### config.mk
export PLATFORM = sky130hd
export DESIGN_NAME = asp_core
export DESIGN_NICKNAME = d
export VERILOG_FILES = /design/src/rtl/asp_fifo.v /design/src/rtl/asp_core.v
export VERILOG_INCLUDE_DIRS = /design/src /design/src/rtl
export SDC_FILE = /design/constraint.sdc
export NUM_CORES = 1
export LEC_CHECK = 0
export ABC_AREA = 1
export BUFFER_PORTS_ARGS = -buffer_cell sky130_fd_sc_hd__buf_2
export CORE_UTILIZATION = 45
export CTS_BUF_LIST = sky130_fd_sc_hd__clkbuf_16
export DETAILED_ROUTE_END_ITERATION = 10
export HOLD_SLACK_MARGIN = 0.12
export REMOVE_ABC_BUFFERS = 1
export SLEW_MARGIN = 20
export SYNTH_ARGS = -nofsm -noshare
export SYNTH_HDL_FRONTEND = slang
export SYNTH_SLANG_ARGS = --single-unit
### constraint.sdc
create_clock -name clk -period 6.5 [get_ports clk]
set_clock_uncertainty 0.05 [all_clocks]
set_input_delay 1.3 -clock clk [delete_from_list [all_inputs] [get_ports clk]]
set_output_delay 1.3 -clock clk [all_outputs]
set_load 0.005 [all_outputs]
### src/rtl/asp_defines.vh
// shared constants of the serial port and conversion sequencer
`ifndef ASP_DEFINES_VH
`define ASP_DEFINES_VH

// ==================================================
// command byte layout
`define ASP_CMD_WEN_BIT     7
`define ASP_CMD_RW_BIT      6
`define ASP_CMD_RS_HI       5
`define ASP_CMD_RS_LO       3
`define ASP_CMD_CREAD_BIT   2
`define ASP_CMD_CREAD_ENTER 8'h5C
`define ASP_CMD_CREAD_EXIT  8'h58

// ==================================================
// register select codes
`define ASP_RS_STATUS       3'h0
`define ASP_RS_MODE         3'h1
`define ASP_RS_CONFIG       3'h2
`define ASP_RS_DATA         3'h3
`define ASP_RS_ID           3'h4

// ==================================================
// register widths in bits
`define ASP_LEN_BYTE        6'h08
`define ASP_LEN_WORD        6'h18
`define ASP_LEN_WORD_STAT   6'h20

// ==================================================
// mode word fields and reset value
`define ASP_MODE_MD_HI      23
`define ASP_MODE_MD_LO      21
`define ASP_MODE_APPEND_BIT 20
`define ASP_MODE_ZLAT_BIT   15
`define ASP_MODE_NOTCH_BIT  10
`define ASP_MODE_RATE_HI    9
`define ASP_MODE_RATE_LO    0
`define ASP_MODE_RESET      24'h000060

// operating mode codes
`define ASP_MD_CONT         3'h0
`define ASP_MD_SINGLE       3'h1
`define ASP_MD_IDLE         3'h2
`define ASP_MD_PDOWN        3'h3

// ==================================================
// configuration word fields and reset value
`define ASP_CONF_CH_HI      15
`define ASP_CONF_CH_LO      8
`define ASP_CONF_RESET      24'h000100

// ==================================================
// status byte
`define ASP_STAT_RDY_BIT    7

// ==================================================
// timing
`define ASP_IFRESET_ONES    6'h28
`define ASP_STARTUP_TIME_US 1000
`define ASP_CLK_FREQ_MHZ    100
`define ASP_RATE_UNIT       1024
`define ASP_SETTLE_FACTOR   4

`endif

### src/rtl/asp_fifo.v
// sample fifo between the filter output and the conversion sequencer
`timescale 1ns/1ns
`default_nettype none

module asp_fifo #(
  parameter WIDTH = 24,
  parameter DEPTH = 8,
  parameter AW    = 3
) (
  input  wire             clk,
  input  wire             rst_n,
  input  wire             ce,
  input  wire [WIDTH-1:0] inData,
  input  wire             inValid,
  output reg              inReady,
  output reg  [WIDTH-1:0] outData,
  output reg              outValid,
  input  wire             outReady
);

  // pointers wrap naturally, so DEPTH must equal 2**AW
  localparam [AW:0] DEPTH_W = DEPTH;

  reg  [WIDTH-1:0] mem [0:DEPTH-1];
  reg  [AW-1:0]    wrPtr;
  reg  [AW-1:0]    rdPtr;
  reg  [AW:0]      count;

  wire             push      = inValid & inReady;
  wire             pop       = outValid & outReady;
  wire [AW-1:0]    nextRd    = pop ? rdPtr + {{(AW-1){1'b0}}, 1'b1} : rdPtr;
  wire [AW:0]      nextCount = count + {{AW{1'b0}}, push} - {{AW{1'b0}}, pop};

  // ==================================================
  // storage
  always @(posedge clk) begin
    if (ce && push) begin
      mem[wrPtr] <= inData;
    end
  end

  // ==================================================
  // pointers and flags
  always @(posedge clk) begin
    if (!rst_n) begin
      wrPtr    <= {AW{1'b0}};
      rdPtr    <= {AW{1'b0}};
      count    <= {(AW+1){1'b0}};
      inReady  <= 1'b1;
      outValid <= 1'b0;
      outData  <= {WIDTH{1'b0}};
    end else if (ce) begin
      if (push) begin
        wrPtr <= wrPtr + {{(AW-1){1'b0}}, 1'b1};
      end
      rdPtr    <= nextRd;
      count    <= nextCount;
      inReady  <= (nextCount != DEPTH_W);
      outValid <= (nextCount != {(AW+1){1'b0}});
      // bypass: the head word may be the one written this cycle
      if (push && (wrPtr == nextRd)) begin
        outData <= inData;
      end else begin
        outData <= mem[nextRd];
      end
    end
  end

endmodule

`default_nettype wire

### src/rtl/asp_core.v
// serial register port and conversion mode sequencer of the converter
`timescale 1ns/1ns
`default_nettype none
`include "asp_defines.vh"

module asp_core #(
  parameter        FIFO_DEPTH     = 8,
  parameter        FIFO_AW        = 3,
  parameter [31:0] STARTUP_CYCLES = `ASP_STARTUP_TIME_US * `ASP_CLK_FREQ_MHZ,
  parameter [31:0] RATE_UNIT      = `ASP_RATE_UNIT,
  parameter [7:0]  ID_CODE        = 8'h5A   // arbitrary identity value
) (
  input  wire        clk,
  input  wire        rst_n,
  input  wire        ce,
  input  wire        csN,
  input  wire        sclk,
  input  wire        din,
  input  wire [23:0] sampleData,
  input  wire        sampleValid,
  output wire        sampleReady,
  output reg         doutRdy,
  output reg         doutOe,
  output reg  [23:0] modeWord,
  output reg  [23:0] configWord,
  output reg  [3:0]  activeChannel,
  output reg         filterReset,
  output reg         powerDown
);

  // ==================================================
  // state codes
  localparam [1:0] SP_CMD    = 2'h0;
  localparam [1:0] SP_WRITE  = 2'h1;
  localparam [1:0] SP_READ   = 2'h2;
  localparam [1:0] SP_CREAD  = 2'h3;

  localparam [2:0] CV_OFF    = 3'h0;
  localparam [2:0] CV_WAKE   = 3'h1;
  localparam [2:0] CV_SETTLE = 3'h2;
  localparam [2:0] CV_TAKE   = 3'h3;
  localparam [2:0] CV_UPD    = 3'h4;

  // ==================================================
  // pin synchronisers, stage 0 feeds only stage 1
  reg [2:0] sclkSync;
  reg [2:0] csSync;
  reg [1:0] dinSync;

  always @(posedge clk) begin
    if (!rst_n) begin
      sclkSync <= 3'h7;
      csSync   <= 3'h7;
      dinSync  <= 2'h0;
    end else if (ce) begin
      sclkSync <= {sclkSync[1:0], sclk};
      csSync   <= {csSync[1:0], csN};
      dinSync  <= {dinSync[0], din};
    end
  end

  wire csLow = ~csSync[1];
  wire csFall = ~csSync[1] & csSync[2];
  wire sRise = sclkSync[1] & ~sclkSync[2] & csLow;
  wire sFall = ~sclkSync[1] & sclkSync[2] & csLow;
  wire dinBit = dinSync[1];

  // ==================================================
  // state registers
  reg [1:0]  spState;
  reg [7:0]  cmdReg;
  reg [23:0] inShift;
  reg [5:0]  bitCnt;
  reg [31:0] outShift;
  reg [5:0]  outLen;
  reg [5:0]  outCnt;
  reg        curBit;
  reg        shifting;
  reg [5:0]  onesCnt;
  reg        ifReset;
  reg [7:0]  creadWin;
  reg        rdyN;
  reg [23:0] dataReg;
  reg [3:0]  dataChan;
  reg [2:0]  cvState;
  reg [31:0] cvCnt;
  reg [23:0] pendWord;
  reg        pendDrop;
  reg        restartReq;

  wire [2:0]  opMode    = modeWord[`ASP_MODE_MD_HI:`ASP_MODE_MD_LO];
  wire        appendSel = modeWord[`ASP_MODE_APPEND_BIT];
  wire        zeroLat   = modeWord[`ASP_MODE_ZLAT_BIT];
  wire [7:0]  chMask    = configWord[`ASP_CONF_CH_HI:`ASP_CONF_CH_LO];
  wire [31:0] fsWide    = {22'h000000, modeWord[`ASP_MODE_RATE_HI:`ASP_MODE_RATE_LO]};
  wire [31:0] oneCyc    = fsWide * RATE_UNIT;
  wire [31:0] fullCyc   = oneCyc * `ASP_SETTLE_FACTOR;
  wire [7:0]  statusByte = {rdyN, 3'h0, dataChan};
  wire [2:0]  cmdRs     = cmdReg[`ASP_CMD_RS_HI:`ASP_CMD_RS_LO];
  wire [7:0]  cmdNow    = {inShift[6:0], dinBit};

  wire [23:0] fifoData;
  wire        fifoValid;
  wire        fifoPop = ce & rst_n & ~ifReset & ~restartReq & (cvState == CV_TAKE);

  // ==================================================
  // helpers
  function [3:0] firstChan;
    input [7:0] m;
    integer i;
    begin
      firstChan = 4'h0;
      for (i = 7; i >= 0; i = i - 1) begin
        if (m[i]) begin
          firstChan = i[3:0];
        end
      end
    end
  endfunction

  function [3:0] nextChan;
    input [7:0] m;
    input [3:0] c;
    integer i;
    begin
      nextChan = firstChan(m);
      for (i = 7; i >= 0; i = i - 1) begin
        if (m[i] && (i > c)) begin
          nextChan = i[3:0];
        end
      end
    end
  endfunction

  function [5:0] regLen;
    input [2:0] rs;
    input       app;
    begin
      case (rs)
        `ASP_RS_MODE:   regLen = `ASP_LEN_WORD;
        `ASP_RS_CONFIG: regLen = `ASP_LEN_WORD;
        `ASP_RS_DATA:   regLen = app ? `ASP_LEN_WORD_STAT : `ASP_LEN_WORD;
        default:        regLen = `ASP_LEN_BYTE;
      endcase
    end
  endfunction

  // read value left aligned so the MSB leaves first
  function [31:0] readVal;
    input [2:0] rs;
    begin
      case (rs)
        `ASP_RS_STATUS: readVal = {statusByte, 24'h000000};
        `ASP_RS_MODE:   readVal = {modeWord, 8'h00};
        `ASP_RS_CONFIG: readVal = {configWord, 8'h00};
        `ASP_RS_DATA:   readVal = {dataReg, appendSel ? statusByte : 8'h00};
        `ASP_RS_ID:     readVal = {ID_CODE, 24'h000000};
        default:        readVal = 32'h00000000;
      endcase
    end
  endfunction

  // ==================================================
  // serial port and conversion sequencer
  always @(posedge clk) begin
    if (!rst_n || ifReset) begin
      spState       <= SP_CMD;
      cmdReg        <= 8'h00;
      inShift       <= 24'h000000;
      bitCnt        <= 6'h00;
      outShift      <= 32'h00000000;
      outLen        <= 6'h00;
      outCnt        <= 6'h00;
      curBit        <= 1'b1;
      shifting      <= 1'b0;
      onesCnt       <= 6'h00;
      ifReset       <= 1'b0;
      creadWin      <= 8'h00;
      rdyN          <= 1'b1;
      dataReg       <= 24'h000000;
      dataChan      <= 4'h0;
      modeWord      <= `ASP_MODE_RESET;
      configWord    <= `ASP_CONF_RESET;
      cvState       <= CV_OFF;
      cvCnt         <= 32'h00000000;
      pendWord      <= 24'h000000;
      pendDrop      <= 1'b0;
      restartReq    <= 1'b1;
      activeChannel <= 4'h0;
      filterReset   <= 1'b0;
      powerDown     <= 1'b1;
      doutRdy       <= 1'b1;
      doutOe        <= 1'b0;
    end else if (ce) begin
      filterReset <= 1'b0;
      // line is driven only while selected, so ready shows only with cs low
      doutOe  <= csLow;
      doutRdy <= (shifting && outCnt != 6'h00) ? curBit : rdyN;

      // ---------- run of ones on data-in
      if (sRise) begin
        if (!dinBit) begin
          onesCnt <= 6'h00;
        end else if (onesCnt == `ASP_IFRESET_ONES - 6'h01) begin
          ifReset <= 1'b1;
        end else begin
          onesCnt <= onesCnt + 6'h01;
        end
      end

      // ---------- output bit shifting on falling edges
      if (shifting && outCnt < outLen && (sFall || (csFall && outCnt == 6'h00))) begin
        curBit   <= outShift[31];
        outShift <= {outShift[30:0], 1'b0};
        outCnt   <= outCnt + 6'h01;
      end

      // ---------- input sampling on rising edges
      if (sRise) begin
        case (spState)
          SP_CMD: begin
            inShift <= {inShift[22:0], dinBit};
            bitCnt  <= bitCnt + 6'h01;
            if (bitCnt == 6'h07) begin
              bitCnt <= 6'h00;
              // a byte with the top bit set is not a command and is ignored
              if (!cmdNow[`ASP_CMD_WEN_BIT]) begin
                cmdReg <= cmdNow;
                outLen <= regLen(cmdNow[`ASP_CMD_RS_HI:`ASP_CMD_RS_LO], appendSel);
                outCnt <= 6'h00;
                if (cmdNow == `ASP_CMD_CREAD_ENTER) begin
                  spState  <= SP_CREAD;
                  creadWin <= 8'h00;
                end else if (cmdNow[`ASP_CMD_RW_BIT]) begin
                  spState  <= SP_READ;
                  outShift <= readVal(cmdNow[`ASP_CMD_RS_HI:`ASP_CMD_RS_LO]);
                  shifting <= 1'b1;
                end else begin
                  spState <= SP_WRITE;
                end
              end
            end
          end
          SP_WRITE: begin
            inShift <= {inShift[22:0], dinBit};
            bitCnt  <= bitCnt + 6'h01;
            if (bitCnt == outLen - 6'h01) begin
              bitCnt  <= 6'h00;
              spState <= SP_CMD;
              if (cmdRs == `ASP_RS_MODE) begin
                modeWord   <= {inShift[22:0], dinBit};
                restartReq <= 1'b1;
              end else if (cmdRs == `ASP_RS_CONFIG) begin
                configWord <= {inShift[22:0], dinBit};
                restartReq <= 1'b1;
              end
            end
          end
          SP_READ: begin
            bitCnt <= bitCnt + 6'h01;
            if (bitCnt == outLen - 6'h01) begin
              bitCnt   <= 6'h00;
              shifting <= 1'b0;
              spState  <= SP_CMD;
              // the word stays in the data register for another read
              if (cmdRs == `ASP_RS_DATA) begin
                rdyN <= 1'b1;
              end
            end
          end
          SP_CREAD: begin
            creadWin <= {creadWin[6:0], dinBit};
            if ({creadWin[6:0], dinBit} == `ASP_CMD_CREAD_EXIT && !rdyN) begin
              spState  <= SP_CMD;
              shifting <= 1'b0;
              bitCnt   <= 6'h00;
            end else if (shifting) begin
              bitCnt <= bitCnt + 6'h01;
              if (bitCnt == outLen - 6'h01) begin
                bitCnt   <= 6'h00;
                shifting <= 1'b0;
                rdyN     <= 1'b1;
              end
            end
          end
          default: spState <= SP_CMD;
        endcase
      end

      // ---------- conversion sequencer
      if (restartReq) begin
        restartReq    <= 1'b0;
        activeChannel <= firstChan(chMask);
        filterReset   <= 1'b1;
        rdyN          <= 1'b1;
        cvCnt         <= fullCyc;
        if (chMask == 8'h00) begin
          cvState   <= CV_OFF;
          powerDown <= 1'b1;
        end else if (opMode == `ASP_MD_CONT) begin
          cvState   <= CV_SETTLE;
          powerDown <= 1'b0;
        end else if (opMode == `ASP_MD_SINGLE) begin
          cvState   <= CV_WAKE;
          cvCnt     <= STARTUP_CYCLES;
          powerDown <= 1'b0;
        end else begin
          cvState   <= CV_OFF;
          powerDown <= 1'b1;
        end
      end else begin
        case (cvState)
          CV_OFF: begin
            cvCnt <= 32'h00000000;
          end
          CV_WAKE: begin
            if (cvCnt <= 32'h00000001) begin
              cvState     <= CV_SETTLE;
              cvCnt       <= fullCyc;
              filterReset <= 1'b1;
            end else begin
              cvCnt <= cvCnt - 32'h00000001;
            end
          end
          CV_SETTLE: begin
            if (cvCnt <= 32'h00000001) begin
              cvState <= CV_TAKE;
            end else begin
              cvCnt <= cvCnt - 32'h00000001;
            end
          end
          CV_TAKE: begin
            // stalls here until the filter has a word, back-pressuring nothing else
            if (fifoValid) begin
              pendWord <= fifoData;
              cvState  <= CV_UPD;
              if (spState == SP_READ && cmdRs == `ASP_RS_DATA) begin
                pendDrop <= 1'b1;
              end else begin
                pendDrop <= 1'b0;
                rdyN     <= 1'b1;
              end
            end
          end
          CV_UPD: begin
            if (!pendDrop) begin
              dataReg  <= pendWord;
              dataChan <= activeChannel;
              rdyN     <= 1'b0;
              if (spState == SP_CREAD) begin
                // any partly clocked word is thrown away here
                outShift <= {pendWord, appendSel ? {4'h0, activeChannel} : 8'h00};
                outLen   <= regLen(`ASP_RS_DATA, appendSel);
                outCnt   <= 6'h00;
                bitCnt   <= 6'h00;
                shifting <= 1'b1;
              end
            end
            if (opMode == `ASP_MD_SINGLE &&
                nextChan(chMask, activeChannel) <= activeChannel) begin
              modeWord[`ASP_MODE_MD_HI:`ASP_MODE_MD_LO] <= `ASP_MD_PDOWN;
              cvState   <= CV_OFF;
              powerDown <= 1'b1;
            end else if (nextChan(chMask, activeChannel) != activeChannel) begin
              activeChannel <= nextChan(chMask, activeChannel);
              filterReset   <= 1'b1;
              cvCnt         <= fullCyc;
              cvState       <= CV_SETTLE;
            end else begin
              cvCnt   <= zeroLat ? fullCyc : oneCyc;
              cvState <= CV_SETTLE;
            end
          end
          default: cvState <= CV_OFF;
        endcase
      end
    end
  end

  // ==================================================
  // filter output buffer
  asp_fifo #(
    .WIDTH (24),
    .DEPTH (FIFO_DEPTH),
    .AW    (FIFO_AW)
  ) u_fifo (
    .clk      (clk),
    .rst_n    (rst_n),
    .ce       (ce),
    .inData   (sampleData),
    .inValid  (sampleValid),
    .inReady  (sampleReady),
    .outData  (fifoData),
    .outValid (fifoValid),
    .outReady (fifoPop)
  );

endmodule

`default_nettype wire

==> results of run 1 <==
power breakdown:
part           internal (W)  switching (W)  total, W  leakage [nW]
registers           0.00316      0.0000494   0.00321          4.02
clock network       0.00185        0.00123   0.00308         0.889
logic              0.000143       0.000330  0.000472          5.99
layer usage:
layer / vias up / share of wire [%]
li1: 9670 / -
met1: 9194 / 44
met2: 627 / 47
met3: 128 / 6.1
met4: 2 / 2.8
met5: - / 0.026
final cells by class:
type | instances | area share, %
Sequential cell | 474 | 44.58
Multi-Input combinational cell | 1839 | 35.91
Inverter | 452 | 6.628
Clock buffer | 52 | 5.083
Tap cell | 672 | 3.285
Timing Repair Buffer | 115 | 2.683
Clock inverter | 43 | 1.828
Antenna cell | 1 | 0.009776
through the flow:
stage / util, % / TNS [ps]
after floorplan: - / -57620
after global placement: 47.50 / 0
after detailed placement: 47.51 / 0
after CTS: 51.04 / 0
after global routing: 51.12 / 0
final: 51.13 / 0
registers in the layout, indices dropped and copies added, names as in the netlist, 24 cells and up:
signal	count
configWord	24
cvCnt	32
dataReg	24
modeWord	24
outShift	32
pendWord	24
u_fifo.mem	192
u_fifo.outData	24
kinds of logic (layout without fill, tap and decap cells):
| logic type | after synthesis | after routing | share of synthesized area, % |
|---|---|---|---|
| AOI/OAI and AO/OA | 612 | 612 | 14.74 |
| and+or+nand+nor | 1172 | 1172 | 22.50 |
| DFF | 474 | 474 | 49.96 |
| other | 1 | 2 | 0.01642 |
| buffers and inverters | 589 | 662 | 10.12 |
| adders and majority gates | 28 | 28 | 1.567 |
| xor gates and xnor gates | 26 | 26 | 1.112 |
critical path, delay by kind of cell (launching register included):
kind	cells	cell delay, ps
buf+inv	4	970
compound gates	3	570
flops	1	400
simple gates	12	1790
fa+ha+maj	1	330
cell usage in the layout, fill, tap and decap left out, types with 8 or more instances in the layout:
| master | Yosys | layout |
|---|---|---|
| nand4_1 | 48 | 48 |
| nand3_1 | 257 | 257 |
| xnor2_1 | 9 | 9 |
| a211oi_1 | 29 | 29 |
| buf_2 | 37 | 85 |
| a31oi_1 | 11 | 11 |
| inv_1 | 437 | 443 |
| nor2_4 | 6 | 8 |
| inv_2 | 10 | 12 |
| o211ai_1 | 38 | 38 |
| o21ai_0 | 236 | 236 |
| edfxtp_1 | 192 | 192 |
| dfxtp_1 | 282 | 282 |
| buf_4 | 6 | 27 |
| nor2_2 | 5 | 12 |
| clkinv_2 | 0 | 8 |
| nor2_1 | 193 | 184 |
| clkbuf_16 | 0 | 52 |
| ha_1 | 27 | 27 |
| a21oi_1 | 258 | 258 |
| nand2_1 | 588 | 588 |
| xor2_1 | 15 | 14 |
| a21oi_2 | 13 | 13 |
| clkinv_1 | 5 | 16 |
| nor4_1 | 8 | 8 |
| nor3_1 | 38 | 37 |
| bufinv_16 | 0 | 10 |
worst max path at each step:
stage                                  start                              end  slack (ps)
6_report       activeChannel[2]$_SDFFE_PP0P_           cvCnt[23]$_SDFFE_PP0P_        2280
5_1_grt        activeChannel[2]$_SDFFE_PP0P_           cvCnt[23]$_SDFFE_PP0P_        1820
4_1_cts        activeChannel[2]$_SDFFE_PP0P_           cvCnt[23]$_SDFFE_PP0P_        2330
3_5_place_dp                           rst_n   u_fifo.outData[9]$_SDFFE_PN0P_        2030
3_3_place_gp                           rst_n  u_fifo.outData[11]$_SDFFE_PN0P_        2130
2_1_floorplan                          rst_n           outCnt[0]$_SDFFE_PP0P_       -1080
==> metrics.csv, run 1 <==
metric,value,unit
status,completed,
whs_path_depth,2,
grt_util_met2,42.48,%
hold_start,sclkSync[0]$_SDFFE_PN1P_,
hpwl,41560,µm
multi_input_area,9191,µm²
synth-edff-count,192,
root_buffer,clkbuf_16,
clock_path_buffers,3,
r2r-end,cvCnt[23]$_SDFFE_PP0P_,
crit_path_end_kind,register,
hold_violations,0,
yosysWarnings,0,
crit_path_top_delay_cell,inv_2,
layout.nets,2992,
place_area,23790,µm²
postLayoutCellArea,25600,µm²
synthCells,2902,
final_cells,3648,
synth-main-ff-cell,dfxtp_1,
viasPerCell,5.379,
cts_tree,yes,
synth-async-reset-ratio,0,%
fillCellCount,4829,
numCtsBuffers,51,
num_rows,82,
synth.most_common_cell,nand2_1,
pin_count,88,
dp_cells,3550,
die_y,227.3,µm
die-area,51670,µm²
first_pass_iters,6,
timing.fmax,236.8,MHz
synth_top_cell_by_area,edfxtp_1,
seq_area_frac_synth,49.96,%
synth.avg_cell_area,7.871,µm²
die_w,227.3,µm
wl_per_cell,17.62,µm
start_util,45.62,%
grt_max_degree,142,
grt_pass1_vias,18350,
p_leak,10.90,nW
maxSlewHeadroom,24.74,%
ys_ff_latch,474,
max_stage_delay,470,ps
vias,19620,
drc,0,
min_to,sclkSync[0]$_SDFFE_PN1P_,
r2r_cells,20,
area_growth,12.07,%
place_congestion,0.9104,
cts_sinks,474,
worstSetupPathType,register to register,
power,0.006756,W
synth_top_area_share,25.24,%
peakVddDrop,268.0,µV
ctsResizeCount,0,
finalWirelength,64290,µm
gr-total-overflow,0,
post-cts-setup-buffer-count,0,
synth_area_leaders,"edfxtp_1 25%, dfxtp_1 25%, nand2_1 9.7%",
busiest_layer,met2,
cellPowerDensity,263.9,nW/µm²
hold_ws,412.5,ps
clock_latency,600,ps
drive_gt1_share,8.840,%
met1_usage,32.61,%
crit_required,6940,ps
r2r_start,activeChannel[2]$_SDFFE_PP0P_,
grt_use_met3,3.523,%
rsz0062_at_grt,no,
htree_levels,2,
r2r_setup_slack,2280,ps
clk_pin_slew,60,ps
maxSlewViolCount,0,
drtIter0Drc,1760,
grt_first_pass_wirelength,101000,µm
syn_area,22840,µm²
cts_hold_buf,0,
cp-start-kind,register,
cp_max_fo,29,
placement.io_buffers,86,
core,50070,µm²
place_ws,2027,ps
grt.total_usage,25.03,%
finalCritPeriodShare,64.97,%
period_minus_slack,4223,ps
postLayoutSetupSlackWorst,2277,ps
finalSetupViolCount,0,
ys_types,61,
worstHoldPathType,register to register,
crit_arrival,4670,ps
antenna_found_initial,2,
path_cells,"clkinv_1, o21ai_0, nand2_1, inv_1, nand3_1, nand3_1, inv_1, ha_1, nand2_1, o21ai_0, nand2_1, nand3_1, nand2_1, nor2_1, nand2_2, inv_2, nand2_1, nand2_1, a21oi_1, and2_1",
crit_top_cell,nand2_1,
tightest_slew,1129,ps
ant_nets,0,
max-cap-violations,0,
register_area,11410,µm²
synthTopCellsByCount,"588 x nand2_1, 437 x inv_1, 282 x dfxtp_1",
(Power assumes the default switching activity.)
==> run 2, diff against run 1 <==
Settings changed: ABC_AREA 1 to 0.
Clock period 6.5 ns to 3.7 ns, I/O delays scaled along.
==> metrics.csv, run 2 <==
metric,value,unit,change
cts_tree,yes,,
synth_top_cell_by_area,edfxtp_1,,
synthCells,2426,,-16%
synth-edff-count,192,,unchanged
synthAdderAreaFrac,1.528,%,-0.039 points
htree_levels,2,,unchanged
yosysWarnings,0,,unchanged
whs_path_depth,3,,+1
layout.nets,2503,,-16%
die_w,230.1,µm,+1.2%
power,0.01155,W,+71%
r2r_start,configWord[11]$_SDFFE_PP0P_,,
synth-async-reset-ratio,0,%,unchanged
first_pass_iters,6,,unchanged
grt_first_pass_wirelength,101700,µm,+0.72%
final_common_cell,nand2_1,,
synth-simple-area-share,15.48,%,-7.0 points
place_ws,251.0,ps,-1776 ps
power_frac_seq,48.7,%,+1.3 points
clk_pin_slew,60,ps,about the same
r2r_cells,13,,-35%
placement.io_buffers,86,,unchanged
hold_ws,298.1,ps,-114.3 ps
switching_power,0.002732,W,+70%
timing.fmax,298.3,MHz,+26%
finalSetupViolCount,0,,unchanged
numCtsBuffers,52,,+2.0%
ys_types,80,,+31%
viasPerCell,5.933,,+10%
status,completed,,
largest_registers,"u_fifo.mem: 192 flops, cvCnt: 32 flops, outShift: 32 flops",,
max-cap-violations,0,,unchanged
vias,18790,,-4.2%
path_cells,"a21boi_0, nor2_1, o21ai_0, o21a_1, nor2_1, ha_1, nand3_1, nor3_1, and2_1, a21oi_1, o21ai_0, nand2_1, a21oi_1",,
p_clk_share,45.0,%,-0.6 points
grt.total_usage,24.05,%,-0.97 points
synth_top_area_share,24.62,%,-0.62 points
p_leak,9.299,nW,-15%
drtIter0Drc,1263,,-28%
switching_share,23.65,%,-0.19 points
cts_hold_buf,0,,unchanged
postLayoutSetupSlackWorst,347.9,ps,-1929 ps
regMostFlops,u_fifo.mem,,
clock_latency,630,ps,+30 ps
cp-start-kind,register,,
crit_path_end_kind,register,,
start_util,45.56,%,-0.065 points
root_buffer,clkbuf_16,,
synth.most_common_cell,nand2_1,,
finalWirelength,64890,µm,+0.94%
synth_area_leaders,"edfxtp_1 25%, dfxtp_1 24%, mux2i_1 8.8%",,
die-area,52960,µm²,+2.5%
drive_gt1_share,12.34,%,+3.5 points
synthMuxAreaShare,10.39,%,+10 points
area_growth,12.61,%,
cp_max_fo,8,,-72%
largest_reg_flops,192,,unchanged
n_antenna_cell,0,,-1
r2r_setup_slack,350,ps,-1930 ps
grt_max_degree,137,,-3.5%
crit_path_top_delay_cell,nor3_1,,
die_y,230.1,µm,+1.2%
core,51410,µm²,+2.7%
rsz0062_at_grt,no,,
r2r-end,cvCnt[10]$_SDFFE_PP0P_,,
ant_nets,0,,unchanged
gr-total-overflow,0,,unchanged
min_to,sclkSync[0]$_SDFFE_PN1P_,,
combPwrFrac,6.3,%,-0.7 points
synthXorXnorAreaFrac,1.384,%,+0.27 points
num_rows,83,,+1.2%
clock_path_buffers,3,,unchanged
pin_count,88,,unchanged
wl_per_cell,20.49,µm,+16%
p_int,0.008822,W,+71%
worstHoldPathType,input pin to register,,
period_minus_slack,3352,ps,-871.0 ps
synthTopCellsByCount,"283 x nand2_1, 282 x dfxtp_1, 206 x mux2i_1",,
crit_arrival,3840,ps,-830 ps
cellPowerDensity,438.1,nW/µm²,+66%
cts_sinks,474,,unchanged
drc,0,,unchanged
layout_common_cells,"283 x nand2_1, 278 x dfxtp_1, 206 x mux2i_1",,
hold_violations,0,,unchanged
place_congestion,0.9082,,-0.24%
synth.avg_cell_area,9.653,µm²,+23%
synth_top_family_by_area,compound AO/OA/AOI/OAI gates,,
tightest_slew,1077,ps,-51.86 ps
hpwl,40610,µm,-2.3%
peakVddDrop,357.4,µV,+33%
syn_area,23420,µm²,+2.5%
synth-compound-area-share,18.66,%,+3.9 points
hold_start,sclk,,
max_stage_delay,680,ps,+210 ps
antenna_found_initial,4,,+2
ys_ff_latch,474,,unchanged
seq_area_frac_synth,48.73,%,-1.2 points
maxSlewViolCount,0,,unchanged
finalCritPeriodShare,90.60,%,+26 points
maxSlewHeadroom,28.20,%,+3.5 points
crit_required,4190,ps,-2750 ps
post-cts-setup-buffer-count,0,,unchanged
synth-main-ff-cell,dfxtp_1,,
grt_pass1_vias,18300,,-0.25%
worstSetupPathType,register to register,,
-- run 2: logic make-up after synthesis --
| family | count (synthesis) |
|---|---|
| AND/OR/NAND/NOR | 762 |
| AO/OA/AOI/OAI | 661 |
| flip-flops | 474 |
| multiplexers | 236 |
| buffers and inverters | 227 |
| XOR/XNOR | 37 |
| adder cells (fa/ha/maj) | 28 |
| other | 1 |
-- run 2: timing repair --
action	CTS	global route
gates resized for setup	0	2
setup endpoints to repair	0	8
hold endpoints to repair	0	0
-- run 2: worst max-delay path by stage --
stage / slack, ps / end / from / cells past startpoint
floorplan: -5690 / u_fifo.inReady$_SDFFE_PN1P_ / rst_n / 13
global placement: 420 / cvCnt[14]$_SDFFE_PP0P_ / activeChannel[1]$_SDFFE_PP0P_ / 14
detailed placement: 250 / cvCnt[18]$_SDFFE_PP0P_ / activeChannel[1]$_SDFFE_PP0P_ / 14
CTS: 210 / cvCnt[18]$_SDFFE_PP0P_ / activeChannel[1]$_SDFFE_PP0P_ / 14
global route: 20 / cvCnt[12]$_SDFFE_PP0P_ / configWord[15]$_SDFFE_PP0P_ / 14
finish: 350 / cvCnt[10]$_SDFFE_PP0P_ / configWord[11]$_SDFFE_PP0P_ / 13
-- run 2: cell type report --
class,instances,area (µm²)
Clock buffer,53,1326
Clock inverter,44,374.1
Fill cell,4782,25030
Inverter,35,131.4
Multi-Input combinational cell,1725,11240
Sequential cell,474,11420
Tap cell,680,850.8
Timing Repair Buffer,156,1033
-- run 2: per-stage QoR --
step / instances / cell area [µm²] / TNS (ps) / util (%)
after floorplan: 2234 / 22660 / -238890 / -
after global placement: 3070 / 24660 / 0 / 47.98
after detailed placement: 3070 / 24660 / 0 / 47.98
after CTS: 3167 / 26360 / 0 / 51.29
after global routing: 3167 / 26370 / 0 / 51.30
final: 3167 / 26370 / 0 / 51.30
-- run 2: power by group through the flow --
stage / Clock (W) / Sequential, W / Combinational [W]
2_1_floorplan: 0 / 0.00570 / 0.000463
3_3_place_gp: 0 / 0.00573 / 0.000702
3_5_place_dp: 0 / 0.00573 / 0.000716
4_1_cts: 0.00530 / 0.00562 / 0.000722
5_1_grt: 0.00551 / 0.00563 / 0.000798
6_report: 0.00520 / 0.00562 / 0.000726
-- run 2: per-layer routing --
metal  vias up  track usage (%)  part of all wire, %
met5         -                0                0.077
met4         8            8.568                  2.8
met3       128            3.472                  5.0
met2       468            41.29                   48
met1      9166            30.71                   44
li1       9021                -                    -
-- run 2: critical path, delay by kind of cell, from the launching register on --
| kind | cells | cell delay [ps] |
|---|---|---|
| flops | 1 | 490 |
| simple gates | 6 | 1350 |
| fa+ha+maj | 1 | 310 |
| compound gates | 6 | 1060 |
